--- src/rtl/rtcvw_pkg.sv ---
package rtcvw_pkg;
    // register byte offsets on the apb bus
    localparam logic [7:0] RTCVW_CTRL_OFF      = 8'h00;
    localparam logic [7:0] RTCVW_TIME_VAL_OFF  = 8'h04;
    localparam logic [7:0] RTCVW_ALARM_VAL_OFF = 8'h08;
    localparam logic [7:0] RTCVW_STATUS_OFF    = 8'h0c;
    // control register fields
    localparam int RTCVW_UNLOCK_BIT    = 0;
    localparam int RTCVW_TSEL_LSB      = 8;
    localparam int RTCVW_ASEL_LSB      = 12;
    // status register fields
    localparam int RTCVW_STATUS_LOCKED_BIT = 0;
    // window selections
    localparam logic [1:0] RTCVW_TSEL_MIN_SEC = 2'h0;
    localparam logic [1:0] RTCVW_ASEL_MTH_DAY = 2'h2;
    // implemented bits of each value word
    localparam logic [15:0] RTCVW_MIN_SEC_MASK = 16'h7f7f;
    localparam logic [15:0] RTCVW_MTH_DAY_MASK = 16'h1f3f;
    localparam logic [15:0] RTCVW_WORD_RESET   = 16'h0000;
    localparam logic [31:0] RTCVW_ZERO_WORD    = 32'h0000_0000;
endpackage

--- src/rtl/rtcvw_top.sv ---
`timescale 1ns/1ps
module rtcvw_top #(
    parameter int ADDR_WIDTH = 8
) (
    // apb clock and reset
    input  wire logic                  pclk,
    input  wire logic                  presetn,
    // apb request
    input  wire logic                  psel,
    input  wire logic                  penable,
    input  wire logic                  pwrite,
    input  wire logic [ADDR_WIDTH-1:0] paddr,
    input  wire logic [31:0]           pwdata,
    // apb answer
    output logic [31:0]                prdata,
    output logic                       pready,
    output logic                       pslverr
);
    import rtcvw_pkg::*;

    localparam int OFF_WIDTH      = $bits(RTCVW_CTRL_OFF);
    localparam int SEL_WIDTH      = $bits(RTCVW_TSEL_MIN_SEC);
    localparam int VALUE_WIDTH    = $bits(RTCVW_WORD_RESET);
    localparam int MIN_ADDR_WIDTH = 4;
    localparam int MAX_ADDR_WIDTH = 32;

    // the status offset needs four address bits; wider buses decode in full
    if (ADDR_WIDTH < MIN_ADDR_WIDTH || ADDR_WIDTH > MAX_ADDR_WIDTH) begin : g_addr_width_check
        $error("rtcvw_top: ADDR_WIDTH outside the supported range");
    end

    logic                   clock_write_unlock;
    logic [SEL_WIDTH-1:0]   time_window_select;
    logic [SEL_WIDTH-1:0]   alarm_window_select;
    logic                   next_unlock;
    logic [SEL_WIDTH-1:0]   next_tsel;
    logic [SEL_WIDTH-1:0]   next_asel;
    logic                   locked_write_seen;
    logic                   next_locked_seen;
    logic [31:0]            next_prdata;
    logic                   next_pready;
    logic                   next_pslverr;
    logic                   setup;
    logic                   hit_ctrl;
    logic                   hit_time;
    logic                   hit_alarm;
    logic                   hit_status;
    logic                   ctrl_wr;
    logic                   status_wr;
    logic                   time_wr;
    logic                   alarm_wr;
    logic                   locked_value_wr;
    logic [VALUE_WIDTH-1:0] time_minutes_seconds_value;
    logic [VALUE_WIDTH-1:0] alarm_month_day_value;
    logic [VALUE_WIDTH-1:0] time_value_window;
    logic [VALUE_WIDTH-1:0] alarm_value_window;

    // offsets zero-extend or cut to the bus width on purpose
    function automatic logic addr_hit(
        input logic [ADDR_WIDTH-1:0] addr,
        input logic [OFF_WIDTH-1:0]  offset
    );
        return addr == ADDR_WIDTH'(offset);
    endfunction

    // a window shows its word only under the matching selection
    function automatic logic [VALUE_WIDTH-1:0] window_view(
        input logic [SEL_WIDTH-1:0]   sel,
        input logic [SEL_WIDTH-1:0]   match,
        input logic [VALUE_WIDTH-1:0] word
    );
        logic [VALUE_WIDTH-1:0] view;
        view = RTCVW_WORD_RESET;
        if (sel == match) begin
            view = word;
        end
        return view;
    endfunction

    function automatic logic [31:0] ctrl_word(
        input logic                 unlock,
        input logic [SEL_WIDTH-1:0] tsel,
        input logic [SEL_WIDTH-1:0] asel
    );
        logic [31:0] word;
        word                              = RTCVW_ZERO_WORD;
        word[RTCVW_UNLOCK_BIT]            = unlock;
        word[RTCVW_TSEL_LSB +: SEL_WIDTH] = tsel;
        word[RTCVW_ASEL_LSB +: SEL_WIDTH] = asel;
        return word;
    endfunction

    // answer on the cycle after setup: one wait-free access phase
    assign setup      = psel && !penable;
    assign hit_ctrl   = addr_hit(paddr, RTCVW_CTRL_OFF);
    assign hit_time   = addr_hit(paddr, RTCVW_TIME_VAL_OFF);
    assign hit_alarm  = addr_hit(paddr, RTCVW_ALARM_VAL_OFF);
    assign hit_status = addr_hit(paddr, RTCVW_STATUS_OFF);

    assign ctrl_wr         = setup && pwrite && hit_ctrl;
    assign status_wr       = setup && pwrite && hit_status;
    assign locked_value_wr = setup && pwrite && (hit_time || hit_alarm) && !clock_write_unlock;

    // value words reached only through their matching selection
    assign time_wr  = setup && pwrite && hit_time && clock_write_unlock
                      && time_window_select == RTCVW_TSEL_MIN_SEC;
    assign alarm_wr = setup && pwrite && hit_alarm && clock_write_unlock
                      && alarm_window_select == RTCVW_ASEL_MTH_DAY;

    rtcvw_word #(
        .MASK (RTCVW_MIN_SEC_MASK)
    ) u_time (
        .pclk    (pclk),
        .presetn (presetn),
        .wr_en   (time_wr),
        .wr_data (pwdata[15:0]),
        .value   (time_minutes_seconds_value)
    );

    rtcvw_word #(
        .MASK (RTCVW_MTH_DAY_MASK)
    ) u_alarm (
        .pclk    (pclk),
        .presetn (presetn),
        .wr_en   (alarm_wr),
        .wr_data (pwdata[15:0]),
        .value   (alarm_month_day_value)
    );

    // other selections are outside this block and read zero
    assign time_value_window  = window_view(time_window_select, RTCVW_TSEL_MIN_SEC,
                                            time_minutes_seconds_value);
    assign alarm_value_window = window_view(alarm_window_select, RTCVW_ASEL_MTH_DAY,
                                            alarm_month_day_value);

    // unlock and window selections
    always_comb begin
        next_unlock = clock_write_unlock;
        next_tsel   = time_window_select;
        next_asel   = alarm_window_select;
        if (ctrl_wr) begin
            next_unlock = pwdata[RTCVW_UNLOCK_BIT];
            next_tsel   = pwdata[RTCVW_TSEL_LSB +: SEL_WIDTH];
            next_asel   = pwdata[RTCVW_ASEL_LSB +: SEL_WIDTH];
        end
    end

    always_ff @(posedge pclk or negedge presetn) begin
        if (!presetn) begin
            clock_write_unlock  <= 1'b0;
            time_window_select  <= RTCVW_TSEL_MIN_SEC;
            alarm_window_select <= RTCVW_ASEL_MTH_DAY;
        end else begin
            clock_write_unlock  <= next_unlock;
            time_window_select  <= next_tsel;
            alarm_window_select <= next_asel;
        end
    end

    // sticky record of refused value writes; a refusal wins over a clear
    always_comb begin
        next_locked_seen = locked_write_seen;
        if (status_wr) begin
            next_locked_seen = 1'b0;
        end
        if (locked_value_wr) begin
            next_locked_seen = 1'b1;
        end
    end

    always_ff @(posedge pclk or negedge presetn) begin
        if (!presetn) begin
            locked_write_seen <= 1'b0;
        end else begin
            locked_write_seen <= next_locked_seen;
        end
    end

    // bus answer: pready and pslverr pulse for one cycle, prdata holds
    always_comb begin
        next_prdata  = prdata;
        next_pready  = 1'b0;
        next_pslverr = 1'b0;
        if (setup) begin
            next_pready = 1'b1;
            next_prdata = RTCVW_ZERO_WORD;
            if (hit_ctrl) begin
                if (!pwrite) begin
                    next_prdata = ctrl_word(clock_write_unlock, time_window_select, alarm_window_select);
                end
            end else if (hit_time) begin
                if (!pwrite) begin
                    next_prdata[VALUE_WIDTH-1:0] = time_value_window;
                end
            end else if (hit_alarm) begin
                if (!pwrite) begin
                    next_prdata[VALUE_WIDTH-1:0] = alarm_value_window;
                end
            end else if (hit_status) begin
                if (!pwrite) begin
                    next_prdata[RTCVW_STATUS_LOCKED_BIT] = locked_write_seen;
                end
            end else begin
                next_pslverr = 1'b1;
            end
        end
    end

    always_ff @(posedge pclk or negedge presetn) begin
        if (!presetn) begin
            prdata  <= RTCVW_ZERO_WORD;
            pready  <= 1'b0;
            pslverr <= 1'b0;
        end else begin
            prdata  <= next_prdata;
            pready  <= next_pready;
            pslverr <= next_pslverr;
        end
    end
endmodule

--- src/rtl/rtcvw_word.sv ---
`timescale 1ns/1ps
// one bcd value word with write gating and read masking
module rtcvw_word #(
    parameter logic [15:0] MASK = 16'hffff
) (
    // clock and reset
    input  wire logic        pclk,
    input  wire logic        presetn,
    // write side
    input  wire logic        wr_en,
    input  wire logic [15:0] wr_data,
    // read side
    output logic [15:0]      value
);
    import rtcvw_pkg::*;

    logic [15:0] store;
    logic [15:0] next_store;

    always_comb begin
        next_store = store;
        if (wr_en) begin
            next_store = wr_data & MASK;
        end
    end

    always_ff @(posedge pclk or negedge presetn) begin
        if (!presetn) begin
            store <= RTCVW_WORD_RESET;
        end else begin
            store <= next_store;
        end
    end

    assign value = store & MASK;
endmodule

--- config.mk ---
export PLATFORM = sky130hd
export DESIGN_NAME = rtcvw_top
export DESIGN_NICKNAME = d
export VERILOG_FILES = /design/src/rtl/rtcvw_pkg.sv /design/src/rtl/rtcvw_top.sv /design/src/rtl/rtcvw_word.sv
export SDC_FILE = /design/constraint.sdc
export NUM_CORES = 1
export LEC_CHECK = 0
export BUFFER_PORTS_ARGS = -buffer_cell sky130_fd_sc_hd__buf_2
export CORE_MARGIN = 5
export CORE_UTILIZATION = 25
export CTS_BUF_LIST = sky130_fd_sc_hd__clkbuf_4 sky130_fd_sc_hd__clkbuf_8
export DETAILED_ROUTE_END_ITERATION = 7
export PLACE_DENSITY = 0.46
export SYNTH_ARGS = -nofsm -noshare
export SYNTH_HDL_FRONTEND = slang
export SYNTH_SLANG_ARGS = --single-unit
--- constraint.sdc ---
create_clock -name pclk -period 1.4 [get_ports pclk]
set_input_delay 0.28 -clock pclk [delete_from_list [all_inputs] [get_ports pclk]]
set_output_delay 0.28 -clock pclk [all_outputs]
set_load 0.03 [all_outputs]
; ---- Word level (Yosys, flattened, before mapping)
; Cells that the tools add are included.
[totals]
register_bits = 65
word_cells = 51
[op_classes]
eq_ne = 4
n_mux = 20
n_reduce_logical = 18
[op_table]
columns = op, n
row1 = $mux W16, 3
row2 = $mux W15, 3
row3 = $mux W13, 2
row4 = $eq A8 B4 Y1 const B, 2
row5 = $mux W14, 1
row6 = $logic_and A1 B1 Y1, 12
row7 = $mux W1, 11
row8 = $eq A8 B3 Y1 const B, 1
row9 = $logic_not A8 Y1, 1
row10 = $eq A2 B2 Y1 const B, 1
row11 = $logic_not A1 Y1, 2
row12 = $logic_not A2 Y1, 1
row13 = $reduce_bool A2 Y1, 1
row14 = $logic_or A1 B1 Y1, 1

; ---- Depth between registers and ports, before layout
; Gate-level depths: netlist (run 1).
[logic_depth]
word_depth = 6
depth_mapped = 7

; ---- Hierarchy
; A second synthesis (run 1) with hierarchy kept.
[unflattened]
hier_cells = 187
hier_area_um2 = 2359.8
[by_module_without_submodules]
columns = module, n_inst, cells_each, area_each_um2
row1 = rtcvw_top, 1, 126, 1332.5
row2 = rtcvw_word at u_time, 1, 32, 538.0
row3 = rtcvw_word at u_alarm, 1, 29, 489.2

; ---- Least setup slack after synthesis (run 1)
; Ideal clock, no wire load.
[synth_timing]
path_type = input to register
start = input paddr[1]
end = register u_time.store[10]
arrival_ps = 1592
t_required_ps = 1275
slack_ps = -317
cell_stages = 5
cell_sequence = or4_4 nor3_4 nand3_2 buf_6 mux2_2
[synth_between]
elab_chain_len = 4
[synth_rtl]
columns = element, line_no
row1 = from (decl), rtcvw_top.sv:12  ; input wire logic [ADDR_WIDTH-1:0] paddr,
row2 = $eq A8 B3 Y1, rtcvw_top.sv:63  ; return addr == ADDR_WIDTH'(offset);
row3 = $logic_and A1 B1 Y1 (2 in a row), rtcvw_top.sv:105  ; assign time_wr = setup && pwrite && hit_time && clock_write_unlock
row4 = $logic_and A1 B1 Y1, rtcvw_top.sv:106  ; && time_window_select == RTCVW_TSEL_MIN_SEC;
row5 = to (signal assigned), rtcvw_word.sv:31  ; store <= next_store;
row6 = to (decl), rtcvw_word.sv:17  ; logic [15:0] store;
; No other way between the ends.
; A chain may end at the register's enable or synchronous reset.

; ---- Final worst setup path (run 1)
[layout_timing]
start = input paddr[1]
end = register u_time.store[13]
; The elaborated chain is that of the path after synthesis.

==> results of run 1 <==
[routing by layer]
| layer | part of all wire (%) | vias to the layer above | wire (um) | track usage [%] |
|---|---|---|---|---|
| li1 | - | 703 | - | - |
| met1 | 47 | 732 | 2330 | 13.3 |
| met2 | 47 | 43 | 2340 | 16.2 |
| met3 | 5.5 | 3 | 271 | 2.64 |
| met4 | 0.60 | 0 | 30 | 3.03 |
| met5 | 0 | - | 0 | 0 |
[logic make-up after synthesis]
| logic type | synth area share (%) |
|---|---|
| flops | 54.9 |
| simple gates | 11.0 |
| compound gates | 10.1 |
| mux | 15.8 |
| buf+inv | 8.11 |
| other cells | 0.175 |
[cells in the mapped netlist]
cell       n  area (um^2)
a221oi_1   1         8.76
nor4b_4    1         23.8
a21oi_1    3         15.0
nor4bb_1   1         10.0
nand2_1   12         45.0
a32o_1     2         20.0
o21ai_0   11         55.1
or4_4      1         11.3
clkbuf_1   3         11.3
nor2_1     4         15.0
and3_1     2         12.5
buf_4     19          143
conb_1     1         3.75
nand3b_1   1         7.51
nand4_1    1         6.26
nor3b_1    1         7.51
nand3_2    1         10.0
mux2_2    30          338
or2_2      1         6.26
a22oi_1    9         67.6
dfrtp_1   46         1150
nor3_4     1         16.3
a41oi_1    1         8.76
buf_6      1         11.3
inv_1      1         3.75
buf_2      1         5.00
nor4_4     2         42.5
nand3_1    3         15.0
nand2b_1   1         6.26
a32oi_1    3         26.3
dfstp_2    1         26.3
o211ai_1   2         15.0
[worst reg2reg max path: cells and delay by family, from the launching register on]
kind / cells / cell delay [ps]
AND/OR/NAND/NOR: 2 / 350
flip-flops: 1 / 540
multiplexers: 1 / 280
buffers and inverters: 1 / 170
[sequential cells by signal (all words and copies together) (netlist names)]
name,cells
prdata,14
u_time.store,14
u_alarm.store,11
alarm_window_select,2
time_window_select,2
clock_write_unlock,1
locked_write_seen,1
pready,1
pslverr,1
[worst min-delay path by stage]
stage	endpoint	cells past startpoint
finish	u_time.store[6]	2
global placement	u_time.store[4]	2
CTS	u_time.store[6]	2
detailed placement	u_time.store[10]	2
global route	u_time.store[6]	2
floorplan	alarm_window_select[0]	0
[what timing repair did]
action / in CTS / in global routing
setup buffers: 2 / 1
hold endpoints to repair: 46 / 0
gates cloned: 0 / 0
gates resized for setup: 7 / 8
pin swaps: 1 / 4
hold buffers: 1 / 0
setup endpoints to repair: 43 / 45
[cell type report]
cell class	instances	area share [%]
sequential	47	42.5
multi-input combinational	113	33.3
timing repair buffer	65	15.4
tap	105	4.74
clock buffer	6	2.76
clock inverter	1	1.08
inverter	1	0.136
[power groups by stage]
| stage | Combinational, mW | Clock (mW) | Sequential [mW] |
|---|---|---|---|
| after floorplan | 0.143 | 0 | 1.40 |
| after CTS | 0.249 | 1.02 | 1.37 |
| after global routing | 0.273 | 1.07 | 1.37 |
| after detailed placement | 0.241 | 0 | 1.39 |
| after global placement | 0.241 | 0 | 1.39 |
| final | 0.249 | 0.977 | 1.37 |
[per-stage QoR]
stage	setup slack [ps]	hold slack (ps)	util [%]	total power, mW
6_report	-125	218	33.4	2.59
5_1_grt	-156	211	33.4	2.72
4_1_cts	-134	213	33.0	2.63
3_5_place_dp	-463	284	31.0	1.64
3_3_place_gp	-455	286	31.0	1.64
2_1_floorplan	-317	-15.6	-	1.54
==> flow_summary_export.csv, run 1 <==
group,metric,value,unit
run_status,status,"complete, but fails checks",
run_status,violations,"negative setup slack",
timing,fin_ws,-125,ps
logic_synthesis,synth_cells,168,
setup_path,r2r-start,"alarm_window_select[1]",
finish,drive_above_1_share,50.2,%
route,post_drt_wl_per_cell,14.7,um
finish,antennaDiodeCount,0,
pwr,p_switching,0.611,mW
route,firstDrtPassIters,4,
setup_path,critPathLaunch,"paddr[1]",
setup_path,worstPathArrival,1710,ps
route,drt_wl_total,4970,um
timing,rsz0062_at_grt,"yes",
clocking,h-tree-depth,2,
global_route,grt_usage,10.1,%
timing,timing.final.crit_share,109,%
clocking,clock_sinks,47,
finish,seqCellArea,1180,um^2
setup_path,reg2reg_setup_slack,-50,ps
clocking,cts_root_buf,"clkbuf_8",
setup_path,path_cells,"buf_6 -> or4_4 -> nor3_4 -> nand3_2 -> buf_12 -> mux2_2",
setup_path,r2r-end,"u_alarm.store[11]",
global_route,grt_pass1_wl,8140,um
setup_path,crit_type,"in -> reg",
floorplanning,dieArea,10500,um^2
pwr,ir_drop,0.000454,V
route,viasPerCell,4.38,
setup_path,end_kind,"flip-flop",
run,drv_cap,0,
finish,mostFrequentLayoutCell,"dfrtp_1",
logic_synthesis,netlist_area,2140,um^2
setup_path,crit_cells,6,
timing,fmax,656,MHz
setup_path,start_kind,"primary input",
route,vias,1481,
logic_synthesis,syn_area_per_cell,12.8,um^2
setup_path,critPathTopFamily,"simple AND/OR/NAND/NOR gates",
placement,dpl.cell_count,329,
global_route,grt_max_degree,48,
timing,fin_worst_skew,4.98,ps
setup_path,critPathSlowestCell,"or4_4",
route,postRouteAntennaNets,0,
placement,io_buffers,42,
pwr,power_density,936,nW/um^2
clocking,cts_buffers,5,
global_route,grt_pass1_vias,1577,
worst_hold_path,hold_path.class,"in -> reg",
floorplanning,die_h,103,um
route,drt_iter0_markers,67,
floorplanning,design.portCount,79,
finish,nFillCells,862,
setup_path,cp.required,1580,ps
pwr,p_int,1.98,mW
setup_path,cp_max_fo,14,
clocking,clk_pin_slew,80,ps
logic_synthesis,yosysSeqAreaShare,54.9,%
global_route,grt-ovfl-total,0,
logic_synthesis,yosys_warnings,0,
pwr,leakage,1.40,nW
floorplanning,die_x,103,um
worst_hold_path,worstHoldStart,"pwdata[6]",
setup_path,critPathBufInv,2,
timing,maxSlewViolCount,0,
finish,nNetsFinal,278,
timing,setup_tns,-3120,ps
setup_path,max_stage_delay,580,ps
finish,synthToLayoutAreaGrowth,29.2,%
timing,hold_violations,0,
pwr,pwr-share-comb,9.6,%
placement,hpwlAfterDp,3590,um
placement,dpl-instance-area,2580,um^2
setup_path,reg2reg_depth,4,
floorplanning,core,8300,um^2
pwr,clkPwrFrac,37.7,%
finish,instances_no_fill,338,
timing,setup_viol,30,
finish,multi_input_area,923,um^2
clocking,clock_latency,290,ps
pwr,seqPwrFrac,52.7,%
finish,design_area,2770,um^2
pwr,swShare,23.6,%
logic_synthesis,ys_ff_latch,47,
finish,final_cell_mix,"dfrtp_1 (46), buf_2 (41), mux2_2 (29), conb_1 (18), buf_4 (17)",
floorplanning,start_util,25.8,%
floorplanning,row_count,33,
placement,gp_congestion,0.769,
setup_path,crit_end,"u_time.store[13]",
clocking,cts_buffer_depth,2,
route,drc,0,
logic_synthesis,synth_cell_types,32,
timing,period_minus_slack,1520,ps
global_route,antenna_found_initial,0,
clocking,cts_tree,"yes",
No activity file was read; power rests on OpenSTA's default activity.
==> inputs of run 2 (changes only) <==
Settings changed: ABC_CLOCK_PERIOD_IN_PS set to 1400, CTS_CLUSTER_SIZE set to 14, PLACE_DENSITY 0.46 to unset, PLACE_DENSITY_LB_ADDON set to 0.12.
==> run 2 against run 1 <==
- the flow still finishes with violations (negative setup slack)
- largest power group unchanged
- cell count up 3.3%
- power down 1.2%
- register-to-register slack worse by 60 ps
- highest routed layer unchanged
==> flow_summary_export.csv, run 2 (synthesized netlist as in run 1, its figures left out) <==
group,metric,value,unit
route,post_drt_wl_per_cell,15.5,um
finish,antennaDiodeCount,0,
global_route,grt_pass1_vias,1573,
setup_path,critPathBufInv,2,
finish,nFillCells,854,
setup_path,crit_top_cell,"buf_6",
finish,nNetsFinal,288,
setup_path,cp.required,1580,ps
finish,synthToLayoutAreaGrowth,34.0,%
timing,hold-worst-slack,208,ps
finish,instances_no_fill,349,
setup_path,critPathTopFamily,"simple AND/OR/NAND/NOR gates",
floorplanning,start_util,25.8,%
run,drv_cap,0,
route,drt_iter0_markers,26,
setup_path,critPathLaunch,"paddr[1]",
setup_path,crit_type,"in -> reg",
placement,dpl-instance-area,2640,um^2
finish,design_area,2870,um^2
timing,period_minus_slack,1600,ps
setup_path,worstPathArrival,1790,ps
worst_hold_path,hold_path_depth,2,
floorplanning,core,8300,um^2
route,firstDrtPassIters,4,
finish,drive_above_1_share,53.3,%
floorplanning,row_count,33,
pwr,power_density,892,nW/um^2
placement,hpwlAfterDp,4060,um
finish,multi_input_area,943,um^2
setup_path,path_cells,"buf_6 -> or4_4 -> nor3_4 -> nand3_4 -> buf_6 -> mux2_4",
setup_path,max_stage_delay,570,ps
placement,dpl.cell_count,338,
setup_path,reg2reg_depth,4,
global_route,grt_usage,10.6,%
timing,hold_violations,0,
clocking,clk_pin_slew,90,ps
global_route,antenna_found_initial,0,
timing,timing.final.crit_share,115,%
global_route,grt_max_degree,21,
timing,maxSlewViolCount,0,
route,postRouteAntennaNets,0,
floorplanning,design.portCount,79,
floorplanning,dieArea,10500,um^2
clocking,cts_buffers,5,
setup_path,r2r-start,"time_window_select[1]",
global_route,grt-ovfl-total,0,
placement,io_buffers,42,
timing,fin_ws,-204,ps
run_status,status,"complete, but fails checks",
setup_path,start_kind,"primary input",
setup_path,end_kind,"flip-flop",
setup_path,critPathSlowestCell,"or4_4",
route,drt_wl_total,5410,um
floorplanning,die_h,103,um
finish,reg_top3,"prdata x14, u_time.store x14, u_alarm.store x11",
route,vias,1520,
clocking,clock_sinks,47,
route,viasPerCell,4.36,
setup_path,crit_cells,6,
clocking,cts_root_buf,"clkbuf_8",
clocking,h-tree-depth,2,
global_route,grt_pass1_wl,8460,um
timing,setup_viol,37,
setup_path,cp_max_fo,6,
pwr,ir_drop,0.000419,V
finish,seqCellArea,1180,um^2
placement,gp_congestion,0.767,
floorplanning,die_x,103,um
clocking,clock_latency,300,ps
clocking,cts_tree,"yes",
worst_hold_path,worstHoldStart,"pwdata[14]",
timing,fmax,623,MHz
route,drc,0,
finish,final_cell_mix,"dfrtp_1 (46), buf_2 (41), mux2_2 (29), buf_4 (24), conb_1 (18)",
finish,final_util,34.6,%
run_status,violations,"negative setup slack",
placement,preCtsSetupSlack,-550,ps
finish,mostFrequentLayoutCell,"dfrtp_1",
timing,fin_worst_skew,9.41,ps
worst_hold_path,hold_path.class,"in -> reg",
timing,rsz0062_at_grt,"yes",
clocking,cts_buffer_depth,2,
pwr,leakage,1.43,nW
[run 2: per-stage QoR]
stage	setup TNS (ps)	power, mW
after floorplan	-9780	1.54
after global placement	-21000	1.66
after detailed placement	-21360	1.65
after CTS	-5410	2.61
after global routing	-6790	2.71
final	-5410	2.56
[run 2: path summary, 6_finish.rpt]
path	to	slack, ps
min in group asynchronous	prdata[9]	410
max in group asynchronous	prdata[11]	530
max reg2reg	u_time.store[5]	-110
max	u_time.store[5]	-200
min reg2reg	prdata[14]	490
min	u_time.store[14]	210
[run 2: report_power, final]
group | switching, mW | internal [mW]
Sequential | 0.00389 | 1.36
Clock | 0.476 | 0.450
Combinational | 0.182 | 0.0883
Total | 0.662 | 1.90
[run 2: final cells by class]
type                    instances  share of cell area [%]
inverters                       1                   0.131
flip-flops and latches         47                    41.0
clock buffers                   7                    3.35
multi-input cells             113                    32.8
repair buffers                 75                    17.9
clock inverters                 1                   0.261
well taps                     105                    4.57
[run 2: metal layers]
layer	routed length, um	GRT usage (%)	share of wire [%]
met3	404	2.71	7.5
met4	15	2.12	0.28
met5	0	0	0
met1	2600	15.5	48
met2	2390	16.0	44
[run 2: repair_timing]
action | CTS | global route
endpoints found under the hold margin | 9 | 0
setup endpoints to repair | 45 | 44
pin swaps | 3 | 2
resized for setup | 12 | 8
hold buffers | 1 | 0
buffers inserted | 3 | 0
==> inputs of run 3 (changes only) <==
Settings changed: MAX_ROUTING_LAYER set to met4.
==> run 3 against run 2 <==
- the flow still finishes with violations (negative setup slack)
- via count about the same
- routed wire length about the same
- first-iteration DRC count up 3.8%
- worst setup slack about the same
- clock skew about the same
- critical path type unchanged
- critical endpoint unchanged
- largest cell class unchanged
- highest routed layer unchanged
==> flow_summary_export.csv, run 3 (synthesized netlist as in run 1, its figures left out) <==
group,metric,value,unit
route,firstDrtPassIters,4,
setup_path,worstPathArrival,1790,ps
clocking,h-tree-depth,2,
timing,setup_viol,37,
finish,instances_no_fill,349,
setup_path,crit_type,"in -> reg",
timing,hold_violations,0,
placement,preCtsSetupSlack,-550,ps
finish,synthToLayoutAreaGrowth,34.0,%
route,drt_iter0_markers,27,
timing,fin_worst_skew,9.51,ps
finish,final_cell_mix,"dfrtp_1 (46), buf_2 (41), mux2_2 (29), buf_4 (24), conb_1 (18)",
global_route,grt-ovfl-total,0,
route,drt_wl_total,5420,um
pwr,power_density,892,nW/um^2
timing,timing.final.crit_share,115,%
clocking,cts_tree,"yes",
setup_path,cp_max_fo,6,
route,drc,0,
clocking,cts_buffers,5,
floorplanning,design.portCount,79,
clocking,clock_sinks,47,
timing,maxSlewViolCount,0,
timing,hold-worst-slack,208,ps
finish,nNetsFinal,288,
timing,fin_ws,-204,ps
route,vias,1521,
timing,rsz0062_at_grt,"yes",
setup_path,end_kind,"flip-flop",
floorplanning,row_count,33,
pwr,leakage,1.43,nW
floorplanning,start_util,25.8,%
placement,gp_congestion,0.778,
global_route,grt_usage,11.0,%
finish,drive_above_1_share,53.3,%
route,viasPerCell,4.36,
clocking,cts_root_buf,"clkbuf_8",
placement,hpwlAfterDp,4060,um
global_route,antenna_found_initial,0,
run,drv_cap,0,
global_route,grt_pass1_vias,1579,
floorplanning,die_x,103,um
clocking,clk_pin_slew,90,ps
finish,reg_top3,"prdata x14, u_time.store x14, u_alarm.store x11",
clocking,cts_buffer_depth,2,
floorplanning,dieArea,10500,um^2
timing,period_minus_slack,1600,ps
route,postRouteAntennaNets,0,
setup_path,start_kind,"primary input",
placement,dpl.cell_count,338,
route,post_drt_wl_per_cell,15.5,um
setup_path,reg2reg_setup_slack,-110,ps
global_route,grt_pass1_wl,8440,um
finish,mostFrequentLayoutCell,"dfrtp_1",
worst_hold_path,hold_path.class,"in -> reg",
floorplanning,die_h,103,um
run_status,status,"complete, but fails checks",
global_route,grt_max_degree,21,
placement,io_buffers,42,
floorplanning,core,8300,um^2
clocking,clock_latency,300,ps
run_status,violations,"negative setup slack",
pwr,power,2.56,mW
pwr,ir_drop,0.000419,V
finish,antennaDiodeCount,0,
timing,fmax,623,MHz
setup_path,cp.required,1580,ps
run 3: cell counts in the layout (fill, tap and decap cells not counted):
No cell type changed its count.
run 3: worst paths after layout:
check / start / cells after the start / to
worst max register to register: time_window_select[1] / 4 / u_time.store[5]
worst max-delay path: paddr[1] / 6 / u_time.store[5]
worst min register to register: prdata[14] / 1 / prdata[14]
min in group asynchronous: presetn / 2 / prdata[9]
max in group asynchronous: presetn / 3 / prdata[11]
worst min-delay path: pwdata[14] / 2 / u_time.store[14]
run 3: layout make-up:
type                    count  area [um^2]
clock buffers               7         96.3
inverters                   1         3.75
flip-flops and latches     47         1180
multi-input cells         113          943
repair buffers             75          514
fillers                   854         5430
well taps                 105          131
clock inverters             1         7.51
run 3: worst max-delay path: stages:
cell,delay [ps]
buf_6,90
or4_4,570
nor3_4,250
nand3_4,150
buf_6,170
mux2_4,290
run 3: report_power, final:
| part | internal (mW) | total [mW] | switching [mW] |
|---|---|---|---|
| registers | 1.36 | 1.37 | 0.00388 |
| clock network | 0.450 | 0.926 | 0.476 |
| logic | 0.0883 | 0.270 | 0.182 |
| total | 1.90 | 2.56 | 0.662 |
run 3: timing repair:
| action | CTS | global route |
|---|---|---|
| pin swaps | 3 | 2 |
| hold buffers | 1 | 0 |
| buffers inserted | 3 | 0 |
| gates resized for setup | 12 | 8 |
| setup endpoints to repair | 45 | 44 |
| endpoints found under the hold margin | 9 | 0 |
run 3: per-layer routing:
| metal | part of all wire, % | vias to the layer above | GRT usage [%] |
|---|---|---|---|
| met2 | 44 | 61 | 16.0 |
| met1 | 49 | 732 | 15.7 |
| met5 | 0 | - | - |
| met3 | 6.9 | 2 | 2.37 |
| li1 | - | 726 | - |
| met4 | 0.31 | 0 | 2.12 |
run 3: metrics by stage:
stage	area (um^2)	TNS [ps]	utilization [%]
after floorplan	2220	-9780	-
after CTS	2830	-5410	34.1
after detailed placement	2640	-21360	31.9
after global routing	2870	-6790	34.6
after global placement	2640	-21000	31.9
final	2870	-5400	34.6
